### src/inc/pcc_regs.svh
// Purpose: Constants for the preset count controller.
// Assumes: ref_clk at 125 MHz.
// Notes: Definitions only.
`ifndef PCC_REGS_SVH
`define PCC_REGS_SVH
// ==========================================================
// Widths and reset values
`define PCC_CNT_W 16
`define PCC_PRESET1_RST 16'h01F4
`define PCC_PRESET2_RST 16'h03E8
`define PCC_MODE_ZERO 4'hF
// ==========================================================
// Timing
`define PCC_CLK_MHZ 125
`define PCC_LOW_MIN_PULSE_US 5000
`define PCC_LOW_FILT_CYC (`PCC_LOW_MIN_PULSE_US * `PCC_CLK_MHZ / 2)
`define PCC_FILT_W 20
// Edges after reset during which the pin path fills and is trusted as is.
`define PCC_SETTLE_CYC 2'h3
`endif
### src/inc/pcc_pkg.sv
// Purpose: Types for the preset count controller.
// Assumes: Nothing beyond the header.
// Notes: Types only.
`include "pcc_regs.svh"
package pcc_pkg;
  typedef logic [`PCC_CNT_W-1:0] pcc_count_t;
  typedef logic [3:0] pcc_mode_t;
  typedef enum logic [1:0] {
    PCC_IDLE = 2'b00,
    PCC_COUNT = 2'b01,
    PCC_DONE = 2'b10
  } pcc_state_t;
endpackage

### src/hdl/pcc_counter.sv
// Purpose: Presettable event counter with one or two latched outputs.
// Assumes: Switches and terminals are asynchronous pins.
// Notes: Only mode zero is built; other modes hold the count except on a reset.
`timescale 1ns/1ns
`default_nettype none
`include "pcc_regs.svh"
// Behaviour
// - Sourcing: count on dark-to-light edge
// - Panel reset disabled: button ignored
// - Mode switches all up select mode zero
// - Output fires when count equals preset
// - Remote reset clears count and outputs
// - Lock asserted refuses preset changes
// - Output one fires at preset one
// - Output two fires at preset two on the dual version only; both latch
// - Front reset works unless timed entry
module pcc_counter (
  input wire logic ref_clk, // 125 MHz clock.
  input wire logic sys_rst, // Synchronous reset, high.
  input wire logic count_pulse_input, // Sensor pin, high is light.
  input wire logic sourcing_input_select, // 1 = sourcing input.
  input wire logic low_rate_filter, // 1 = low-rate debounce.
  input wire logic high_threshold_select, // Analog only, unused.
  input wire logic panel_reset_disable, // 1 = panel reset ignored.
  input wire logic [3:0] mode_switch, // 1 = switch up.
  input wire logic dual_preset, // 1 = dual version.
  input wire logic panel_reset_button, // Front reset pin.
  input wire logic timed_entry_active, // Timed-output entry mode.
  input wire logic remote_reset_input, // Remote reset pin, high.
  input wire logic program_lock_input, // 1 = lock asserted.
  input wire logic preset_wr, // Preset write strobe.
  input wire logic preset_sel, // 0 = preset one, 1 = two.
  input wire pcc_pkg::pcc_count_t preset_wdata, // New preset.
  output var pcc_pkg::pcc_count_t count_value, // Current count.
  output var pcc_pkg::pcc_count_t preset1_value, // Preset one.
  output var pcc_pkg::pcc_count_t preset2_value, // Preset two.
  output logic output1_on, // Output one.
  output logic output2_on, // Output two.
  output logic preset_refused // Write refused by lock.
);
  import pcc_pkg::*;
  typedef struct packed {
    logic in_prev;
    pcc_state_t st;
    pcc_count_t cnt;
    pcc_count_t p1;
    pcc_count_t p2;
    logic o1;
    logic o2;
    logic btn_prev;
    logic rem_prev;
    logic refused;
    logic [1:0] settle;
  } pcc_st_t;
  pcc_st_t s_r;
  pcc_st_t s_nxt;
  logic in_lvl, btn_lvl, rem_lvl, lock_lvl, srcsel_lvl, lo_lvl, dis_lvl;
  logic dual_lvl;
  logic [3:0] mode_lvl;
  logic edge_hit, do_reset, mode_zero;
  pcc_count_t cnt_inc;
  // ==========================================================
  // Pin synchronisers; count input is filtered in low-rate mode.
  pcc_sync u_in (.ref_clk(ref_clk), .sys_rst(sys_rst), .filt_en(lo_lvl),
    .filt_len(`PCC_FILT_W'(`PCC_LOW_FILT_CYC)),
    .pin_in(count_pulse_input), .lvl_out(in_lvl));
  pcc_sync u_btn (.ref_clk(ref_clk), .sys_rst(sys_rst), .filt_en(1'b0),
    .filt_len('0), .pin_in(panel_reset_button), .lvl_out(btn_lvl));
  pcc_sync u_rem (.ref_clk(ref_clk), .sys_rst(sys_rst), .filt_en(1'b0),
    .filt_len('0), .pin_in(remote_reset_input), .lvl_out(rem_lvl));
  pcc_sync u_lck (.ref_clk(ref_clk), .sys_rst(sys_rst), .filt_en(1'b0),
    .filt_len('0), .pin_in(program_lock_input), .lvl_out(lock_lvl));
  pcc_sync u_src (.ref_clk(ref_clk), .sys_rst(sys_rst), .filt_en(1'b0),
    .filt_len('0), .pin_in(sourcing_input_select), .lvl_out(srcsel_lvl));
  pcc_sync u_lo (.ref_clk(ref_clk), .sys_rst(sys_rst), .filt_en(1'b0),
    .filt_len('0), .pin_in(low_rate_filter), .lvl_out(lo_lvl));
  pcc_sync u_dis (.ref_clk(ref_clk), .sys_rst(sys_rst), .filt_en(1'b0),
    .filt_len('0), .pin_in(panel_reset_disable), .lvl_out(dis_lvl));
  // The version strap is a pin too, so it is synchronised like the rest.
  pcc_sync u_dual (.ref_clk(ref_clk), .sys_rst(sys_rst), .filt_en(1'b0),
    .filt_len('0), .pin_in(dual_preset), .lvl_out(dual_lvl));
  genvar gi;
  generate
    for (gi = 0; gi < 4; gi++) begin : g_mode
      pcc_sync u_m (.ref_clk(ref_clk), .sys_rst(sys_rst), .filt_en(1'b0),
        .filt_len('0), .pin_in(mode_switch[gi]), .lvl_out(mode_lvl[gi]));
    end
  endgenerate
  // ==========================================================
  // Edge choice: sourcing counts the rise to light, sinking the fall.
  assign edge_hit = srcsel_lvl ? (in_lvl && !s_r.in_prev)
                               : (!in_lvl && s_r.in_prev);
  assign mode_zero = (mode_lvl == `PCC_MODE_ZERO);
  // Reset on a remote press, or on a panel press when allowed.
  assign do_reset = (rem_lvl && !s_r.rem_prev) ||
    (btn_lvl && !s_r.btn_prev && !dis_lvl &&
    !timed_entry_active);
  assign cnt_inc = s_r.cnt + `PCC_CNT_W'(1);
  // ==========================================================
  // Next-state logic.
  always_comb begin
    s_nxt = s_r;
    s_nxt.in_prev = in_lvl;
    s_nxt.btn_prev = btn_lvl;
    s_nxt.rem_prev = rem_lvl;
    s_nxt.refused = 1'b0;
    // Preset write is gated by the lock terminal.
    if (preset_wr) begin
      if (lock_lvl) begin
        s_nxt.refused = 1'b1;
      end else if (preset_sel) begin
        s_nxt.p2 = preset_wdata;
      end else begin
        s_nxt.p1 = preset_wdata;
      end
    end
    case (s_r.st)
      PCC_IDLE: begin
        // Wait until the pin path has settled, so a sensor that idles
        // at light does not look like an edge just after reset.
        if (s_r.settle == `PCC_SETTLE_CYC) begin
          s_nxt.st = PCC_COUNT;
        end else begin
          s_nxt.settle = s_r.settle + 2'h1;
        end
      end
      PCC_COUNT, PCC_DONE: begin
        if (do_reset) begin
          s_nxt.cnt = '0;
          s_nxt.o1 = 1'b0;
          s_nxt.o2 = 1'b0;
          s_nxt.st = PCC_COUNT;
        end else if (mode_zero && edge_hit) begin
          // Count keeps going after the latch fires.
          s_nxt.cnt = cnt_inc;
          if (cnt_inc == s_r.p1) begin
            s_nxt.o1 = 1'b1;
          end
          if (dual_lvl && cnt_inc == s_r.p2) begin
            s_nxt.o2 = 1'b1;
          end
          if (cnt_inc == (dual_lvl ? s_r.p2 : s_r.p1)) begin
            s_nxt.st = PCC_DONE;
          end
        end
      end
      default: begin
        s_nxt.st = PCC_IDLE;
      end
    endcase
  end
  always_ff @(posedge ref_clk) begin
    if (sys_rst) begin
      s_r <= '0;
      s_r.p1 <= `PCC_PRESET1_RST;
      s_r.p2 <= `PCC_PRESET2_RST;
    end else begin
      s_r <= s_nxt;
    end
  end
  assign count_value = s_r.cnt;
  assign preset1_value = s_r.p1;
  assign preset2_value = s_r.p2;
  assign output1_on = s_r.o1;
  assign output2_on = s_r.o2;
  assign preset_refused = s_r.refused;
  // ==========================================================
  // Checks.
  latch_hold_a: assert property (
    @(posedge ref_clk) disable iff (sys_rst)
    s_r.o1 && !do_reset |=> s_r.o1)
    else $error("output one dropped");
  // Outside mode zero the count must not move except by a reset.
  mode_hold_a: assert property (
    @(posedge ref_clk) disable iff (sys_rst)
    !mode_zero && !do_reset |=> $stable(s_r.cnt))
    else $error("count moved outside mode zero");
  remote_clear_a: assert property (
    @(posedge ref_clk) disable iff (sys_rst)
    $rose(rem_lvl) && s_r.st != PCC_IDLE
    |=> s_r.cnt == '0 && !s_r.o1 && !s_r.o2)
    else $error("remote reset failed");
  lock_refuse_a: assert property (
    @(posedge ref_clk) disable iff (sys_rst)
    preset_wr && lock_lvl |=> $stable(s_r.p1) && $stable(s_r.p2))
    else $error("locked write took");
  refuse_flag_a: assert property (
    @(posedge ref_clk) disable iff (sys_rst)
    preset_wr && lock_lvl |=> s_r.refused)
    else $error("refusal not flagged");
  write_take_a: assert property (
    @(posedge ref_clk) disable iff (sys_rst)
    preset_wr && !lock_lvl && !preset_sel
    |=> s_r.p1 == $past(preset_wdata))
    else $error("open write lost");
  panel_ignore_a: assert property (
    @(posedge ref_clk) disable iff (sys_rst)
    dis_lvl && !(rem_lvl && !s_r.rem_prev) && !edge_hit
    |=> $stable(s_r.cnt))
    else $error("count moved while reset disabled");
  panel_reset_a: assert property (
    @(posedge ref_clk) disable iff (sys_rst)
    btn_lvl && !s_r.btn_prev && !dis_lvl && !timed_entry_active
    && s_r.st != PCC_IDLE |=> s_r.cnt == '0 && !s_r.o1 && !s_r.o2)
    else $error("panel reset failed");
  fire_one_a: assert property (
    @(posedge ref_clk) disable iff (sys_rst)
    !do_reset && mode_zero && edge_hit && cnt_inc == s_r.p1
    && s_r.st != PCC_IDLE |=> s_r.o1)
    else $error("output one late");
  fire_two_a: assert property (
    @(posedge ref_clk) disable iff (sys_rst)
    !do_reset && mode_zero && edge_hit && dual_lvl && cnt_inc == s_r.p2
    && s_r.st != PCC_IDLE |=> s_r.o2)
    else $error("output two late");
  // A single preset unit has no second output to fire.
  single_quiet_a: assert property (
    @(posedge ref_clk) disable iff (sys_rst)
    !dual_lvl && !s_r.o2 |=> !s_r.o2)
    else $error("output two fired on single unit");
  count_step_a: assert property (
    @(posedge ref_clk) disable iff (sys_rst)
    s_r.st != PCC_IDLE && !do_reset && mode_zero && edge_hit
    |=> s_r.cnt == $past(s_r.cnt) + `PCC_CNT_W'(1))
    else $error("count did not step");
  timed_block_a: assert property (
    @(posedge ref_clk) disable iff (sys_rst)
    timed_entry_active && !(rem_lvl && !s_r.rem_prev) && !edge_hit
    |=> $stable(s_r.cnt))
    else $error("reset during timed entry");
endmodule
`default_nettype wire

### src/hdl/pcc_sync.sv
// Purpose: Two-stage synchroniser with an optional debounce filter.
// Assumes: Asynchronous level input.
// Notes: The first stage is read only by the second stage.
`timescale 1ns/1ns
`default_nettype none
`include "pcc_regs.svh"
module pcc_sync (
  input wire logic ref_clk, // Clock.
  input wire logic sys_rst, // Synchronous reset.
  input wire logic filt_en, // Debounce enable.
  input wire logic [`PCC_FILT_W-1:0] filt_len, // Stable cycles.
  input wire logic pin_in, // Raw pin.
  output logic lvl_out // Clean level.
);
  typedef struct packed {
    logic s1;
    logic s2;
    logic lvl;
    logic [`PCC_FILT_W-1:0] cnt;
    logic [1:0] warm;
  } pcc_sync_st_t;
  pcc_sync_st_t st_r;
  pcc_sync_st_t st_nxt;
  // ==========================================================
  // Sync stages, then with the filter on and warm-up over, the level changes only after staying stable.
  always_comb begin
    st_nxt = st_r;
    st_nxt.s1 = pin_in;
    st_nxt.s2 = st_r.s1;
    // Right after reset the level follows the pin unfiltered, so a pin
    // that idles high is not taken for a fresh edge much later on.
    if (st_r.warm != `PCC_SETTLE_CYC) begin
      st_nxt.warm = st_r.warm + 2'h1;
    end
    if (st_r.s2 == st_r.lvl) begin
      st_nxt.cnt = '0;
    end else if (!filt_en || st_r.cnt >= filt_len ||
        st_r.warm != `PCC_SETTLE_CYC) begin
      st_nxt.lvl = st_r.s2;
      st_nxt.cnt = '0;
    end else begin
      st_nxt.cnt = st_r.cnt + `PCC_FILT_W'(1);
    end
  end
  always_ff @(posedge ref_clk) begin
    if (sys_rst) begin
      st_r <= '0;
    end else begin
      st_r <= st_nxt;
    end
  end
  assign lvl_out = st_r.lvl;
endmodule
`default_nettype wire

### config.mk
export PLATFORM = sky130hd
export DESIGN_NAME = pcc_counter
export DESIGN_NICKNAME = d
export VERILOG_FILES = /design/src/inc/pcc_pkg.sv /design/src/hdl/pcc_counter.sv /design/src/hdl/pcc_sync.sv
export VERILOG_INCLUDE_DIRS = /design/src /design/src/inc
export SDC_FILE = /design/constraint.sdc
export NUM_CORES = 1
export LEC_CHECK = 0
export ABC_AREA = 1
export BUFFER_PORTS_ARGS = -buffer_cell sky130_fd_sc_hd__buf_2
export CORE_UTILIZATION = 40
export CTS_CLUSTER_SIZE = 28
export DETAILED_ROUTE_END_ITERATION = 16
export GPL_TIMING_DRIVEN = 0
export MAX_ROUTING_LAYER = met4
export SYNTH_ARGS = -nofsm -noshare
export SYNTH_HDL_FRONTEND = slang
export SYNTH_SLANG_ARGS = --single-unit
### constraint.sdc
create_clock -name ref_clk -period 2.5 [get_ports ref_clk]
set_input_delay 0.125 -clock ref_clk [delete_from_list [all_inputs] [get_ports ref_clk]]
set_output_delay 0.125 -clock ref_clk [all_outputs]
set_load 0.005 [all_outputs]
# --- After elaboration in Yosys (flattened, before gate mapping) ---
# Index checks and enable logic that the tools add are counted.
totals:
  register_bits: 116
  inputBits: 34
  out_inout_bits: 51
  word_cells: 127
op_classes:
  add_sub_neg: 4
  magnitude_cmp: 1
  n_eq_ne: 23
  mux: 12
  n_bitwise: 5
  n_reduce_logical: 33
op_table:
  columns: ["operator", "count"]
  rows:
  - ["== test 16 bit", 3]
  - ["two-way mux 18 bit", 2]
  - ["adder 20 x 1 -> 20 bit (second input constant)", 1]
  - [">= comparator 20 x 19 -> 1 bit (second input constant)", 1]
  - ["adder 16 x 1 -> 16 bit (second input constant)", 1]
  - ["two-way mux 16 bit", 1]
  - ["AND reduction 3 bit", 5]
  - ["== test 1 bit", 12]
  - ["logical AND 1 bit", 8]
  - ["two-way mux 2 bit", 4]
  - ["logical NOT 1 bit", 7]
  - ["!= test 3 bit (second input constant)", 2]
  - ["AND reduction 2 bit", 3]
  - ["nonzero test 2 bit", 3]
  - ["inverter 1 bit", 5]
  - ["adder 2 x 1 -> 2 bit (second input constant)", 2]
  - ["== test 2 bit (second input constant)", 2]
  - ["== test 4 bit (second input constant)", 1]
  - ["two-way mux 1 bit", 4]
  - ["!= test 2 bit (second input constant)", 2]
  - ["one-hot mux 2 bit (2 select lines)", 1]
  - ["OR reduction 2 bit", 2]
  - ["logical OR 1 bit", 3]
  - ["OR reduction 3 bit", 1]
  - ["2 further kinds", 2]

# --- Longest topological paths before layout ---
logic_depth:
  depth_word: 7
  depth_mapped: 17
  depth_no_buf: 17

# --- Modules after synthesis ---
# From an unflattened synthesis, not the netlist that was laid out.
hier_totals:
  cells_unflattened: 3459
  area_unflattened_um2: 24703.7
modules_own_cells:
  columns: ["mod", "instances", "cells_per_inst", "area_per_inst_um2", "seq_area_each_um2"]
  rows:
  - ["pcc_sync (g_mode[0].u_m ...)", 11, 235, 1719.1, 500.5]
  - ["pcc_counter", 1, 625, 3981.3, 1161.1]
  - ["pcc_sync (u_src)", 1, 249, 1811.7, 500.5]

# --- Least setup slack after synthesis ---
# No wires, ideal clock.
synth_path:
  path_kind: "reg-to-reg"
  from: "register s_r (netlist bit count_value[1])"
  to: "register s_r[55] in the netlist's numbering"
  setup_time_ns: 0.115
  arrival_time_ns: 1.695
  required_ns: 2.385
  setup_slack_ns: 0.690
  stages_incl_launch_ff: 17
  n_path_buf: 0
  synth_period_minus_slack_ns: 1.810
  cell_sequence: "dfxtp_1 > ha_1 > nand2_1 > nor2_4 > nand2_1 > nand2_1 > nand2_2 > nand2_1 > nand2_1 > a21oi_1 > nand2_1 > nor2_1 > nand2_1 > nand2_2 > nand3_1 > nand2_1 > nor2_1"
synth_between:
  elab_chain_len: 4
synth_rtl:
  columns: ["element", "line_no", "source"]
  rows:
  - ["start: declaration", "pcc_counter.sv:55", "pcc_st_t s_r;"]
  - ["start signal: assignment", "pcc_counter.sv:158", "s_r <= s_nxt;"]
  - ["adder 16 x 1 -> 16 bit", "pcc_counter.sv:98", "assign cnt_inc = s_r.cnt + `PCC_CNT_W'(1);"]
  - ["== test 16 bit", "pcc_counter.sv:142", "if (cnt_inc == (dual_lvl ? s_r.p2 : s_r.p1)) begin"]
  - ["!= test 3 bit (no line)", null, null]
  - ["AND reduction 3 bit (no line)", null, null]
# No other way between the ends.
# A chain may end at the register's enable or synchronous reset.

# --- Worst setup path after layout ---
layout_path:
  from: "register s_r (netlist bit count_value[0])"
  to: "register s_r[55] in the netlist's numbering"
# The elaborated chain is that of the path after synthesis.

==> impl_metrics.toml <==
[status]
status = "completed"

[timing]
rsz0062_at_grt = "true"
layout_min_cycle_time_ns = 2.29
worst_pin_slew_ns = 0.699
timing.final.max_slew_violations = 0
setup_viol = 0
period_share_pct = 91.7
hold_violations = 0
setup_ws_ns = 0.208
fmaxAchievable_ghz = 0.436
slew_headroom_pct = 53.4
finClkSkew_ns = 0.00791

[job]
drv_cap = 0

[final_layout]
multi_input_area_sq_um = 2650
antenna_cells = 0
fin_nets = 1004
area_growth_pct = 27.0
n_fill_cell = 1408
drive_gt1_share_pct = 19.2
utilization_pct = 52.7
ff_latch_area_sq_um = 2320

[detailed_routing]
wirelength_mm = 15.0
drtIter0Drc = 327
ant_nets = 0
vias_per_cell = 4.66
vias = 5379
avgRoutedWirePerCell_microns = 13.0
drc_errors = 0
first_pass_iters = 5

[worst_setup_path]
critPathLaunch = "count_value[0]"
cp.arrival_ns = 2.60
start_kind = "register"
r2r_start = "count_value[0]"
endpoint_kind = "register"
worstPathMaxFanout = 7
critPathKind = "register to register"
crit_required_ns = 2.80

[synthesis]
synth.area.top_cells = "dfxtp_1, nand2_1, inv_1"
synthCells = 835
synth_flop_cell = "dfxtp_1"
syn_area_sq_um = 5850
ys_async_sr_fraction_pct = 0
netlist-cell-type-count = 42
yosysTopAreaCell = "dfxtp_1"
yosysTopAreaCellShare_pct = 39.7
avgSynthCellArea_sq_um = 7.00
yosys_warnings = 0
synth_edf_count = 0
yosysSeqAreaShare_pct = 39.7
synth_nets = 876
synth-seq-cells = 116

[floorplanning]
dieWidth_microns = 123
chipHeight_microns = 123
ios = 85
coreArea_sq_um = 14100
dieArea_sq_um = 15100
num_rows = 43
start_util_pct = 41.5

[clock_network]
numClockSinks = 116
cts_tree = "built"
htree_levels = 4
clk_pin_slew_ns = 0.05
numCtsBuffers = 17
clk_path_buf_depth = 2
insertion_delay_ns = 0.41
root_buffer = "clkbuf_16"

[global_route]
antenna_found_initial = 0
gr-total-overflow = 0
grt_first_pass_wirelength_mm = 24.1
grt_max_degree = 17
first_global_vias = 4927
track_usage_pct = 21.8

[pwr]
ir_drop_mv = 0.496
p_leak_nw = 3.38
power.density_nw_per_um2 = 704

[min_path]
min_from = "preset_wdata[11]"
hold_class = "input port to register"

[placement]
place_ws_ns = 0.224
gp_congestion = 0.856
dpl.hpwl_mm = 10.9
port_buffers = 82
cells in the mapped netlist, drive strengths merged (2+ instances only):
cell type / number
nand2: 189
inv: 120
dfxtp: 116
nor2: 101
a21oi: 53
buf: 50
o21ai: 45
nand3: 44
xor2: 25
clkbuf: 21
nand4: 14
nor3: 10
o211ai: 9
ha: 7
nor3b: 5
xnor2: 5
nand3b: 4
a31oi: 3
nor4: 2
o2111ai: 2
o21bai: 2
or2: 2
cell families after synthesis:
| logic type | after synthesis | share of synthesized area, % |
|---|---|---|
| AOI/OAI and AO/OA | 119 | 11.3 |
| DFF | 116 | 39.7 |
| adders and majority gates | 7 | 1.50 |
| buffers and inverters | 191 | 15.4 |
| xor gates and xnor gates | 30 | 4.62 |
| other | 1 | 0.0641 |
| and+or+nand+nor | 371 | 27.5 |
stage by stage:
step	instances	total power [mW]	hold slack, ns	cell area [sq um]	setup TNS, ns
2_1_floorplan	835	2.36	0.232	5850	0
3_3_place_gp	1097	2.50	0.328	6480	0
3_5_place_dp	1097	2.51	0.331	6480	0
4_1_cts	1153	5.26	0.00700	7400	0
5_1_grt	1154	5.44	0.0125	7430	-0.0192
6_report	1154	5.23	0.0214	7430	0
per-layer routing:
layer  vias up  GRT usage [%]  wire length, microns
li1       2847              -                     -
met1      2388           26.8                  6800
met2       129           35.7                  7370
met3        15           4.20                   621
met4         0           7.62                   251
met5         -              -                     0
what timing repair did:
| action | CTS | global route |
|---|---|---|
| setup endpoints to repair | 0 | 5 |
| buffers inserted | 0 | 1 |
| hold buffers | 26 | 0 |
| hold endpoints to repair | 31 | 0 |
| gates resized for setup | 0 | 10 |
cell type report:
class | instances | area share (%)
plain buffers | 71 | 6.05
clock buffers | 21 | 6.06
clock inverters | 9 | 2.71
inverters | 120 | 6.06
multi-input cells | 528 | 35.7
flip-flops and latches | 116 | 31.3
well taps | 180 | 3.03
repair buffers | 109 | 9.13
path summary, 6_finish.rpt:
path / depth (start not counted) / to / slack [ns]
hold reg to reg: 2 / u_lck.lvl_out / 0.39
setup reg to reg: 13 / s_r[55] / 0.21
setup / recovery: 13 / s_r[55] / 0.21
hold / removal: 3 / preset1_value[11] / 0.02
flip-flops by register name, summed over array words and instances, names as in the netlist, 4 cells and up:
signal and count:
g_mode.u_m.lvl_out 4, count_value 16, preset2_value 16, s_r 7, u_in.st_r 23, g_mode.u_m.st_nxt 4, g_mode.u_m.st_r 4, preset1_value 16
worst max-delay path, stage by stage, from the launching register on:
cell	delay [ns]
dfxtp_1	0.39
buf_2	0.22
nand3_2	0.24
o21ai_2	0.25
nand2_1	0.16
xor2_1	0.17
nor2_1	0.11
nand2_1	0.07
nor2_1	0.17
nand2_1	0.13
nand2_2	0.09
nand3_1	0.06
nand2_1	0.06
nor2_1	0.05
placed cells by master (no fill, tap or decap), drive strengths merged, types with 3 or more instances in the layout:
cell type / Yosys / layout
a31oi: 3 / 3
nor3b: 5 / 5
nand4: 14 / 14
inv: 120 / 121
nand3: 44 / 44
ha: 7 / 7
nor3: 10 / 10
dfxtp: 116 / 116
a21oi: 53 / 53
bufinv: 0 / 6
o21ai: 45 / 45
nand2: 189 / 189
nand3b: 4 / 4
buf: 50 / 134
nor2: 101 / 101
o211ai: 9 / 9
clkbuf: 21 / 41
xor2: 25 / 25
xnor2: 5 / 5
dlygate4sd3: 0 / 26
report_power, final:
part	internal [mW]	switching [mW]	total, mW	leakage [nW]
registers	1.94	0.0543	1.99	0.949
clock network	1.88	0.839	2.72	0.314
logic	0.229	0.287	0.516	2.11
total	4.05	1.18	5.23	3.38
No activity file was read; power rests on OpenSTA's default activity.
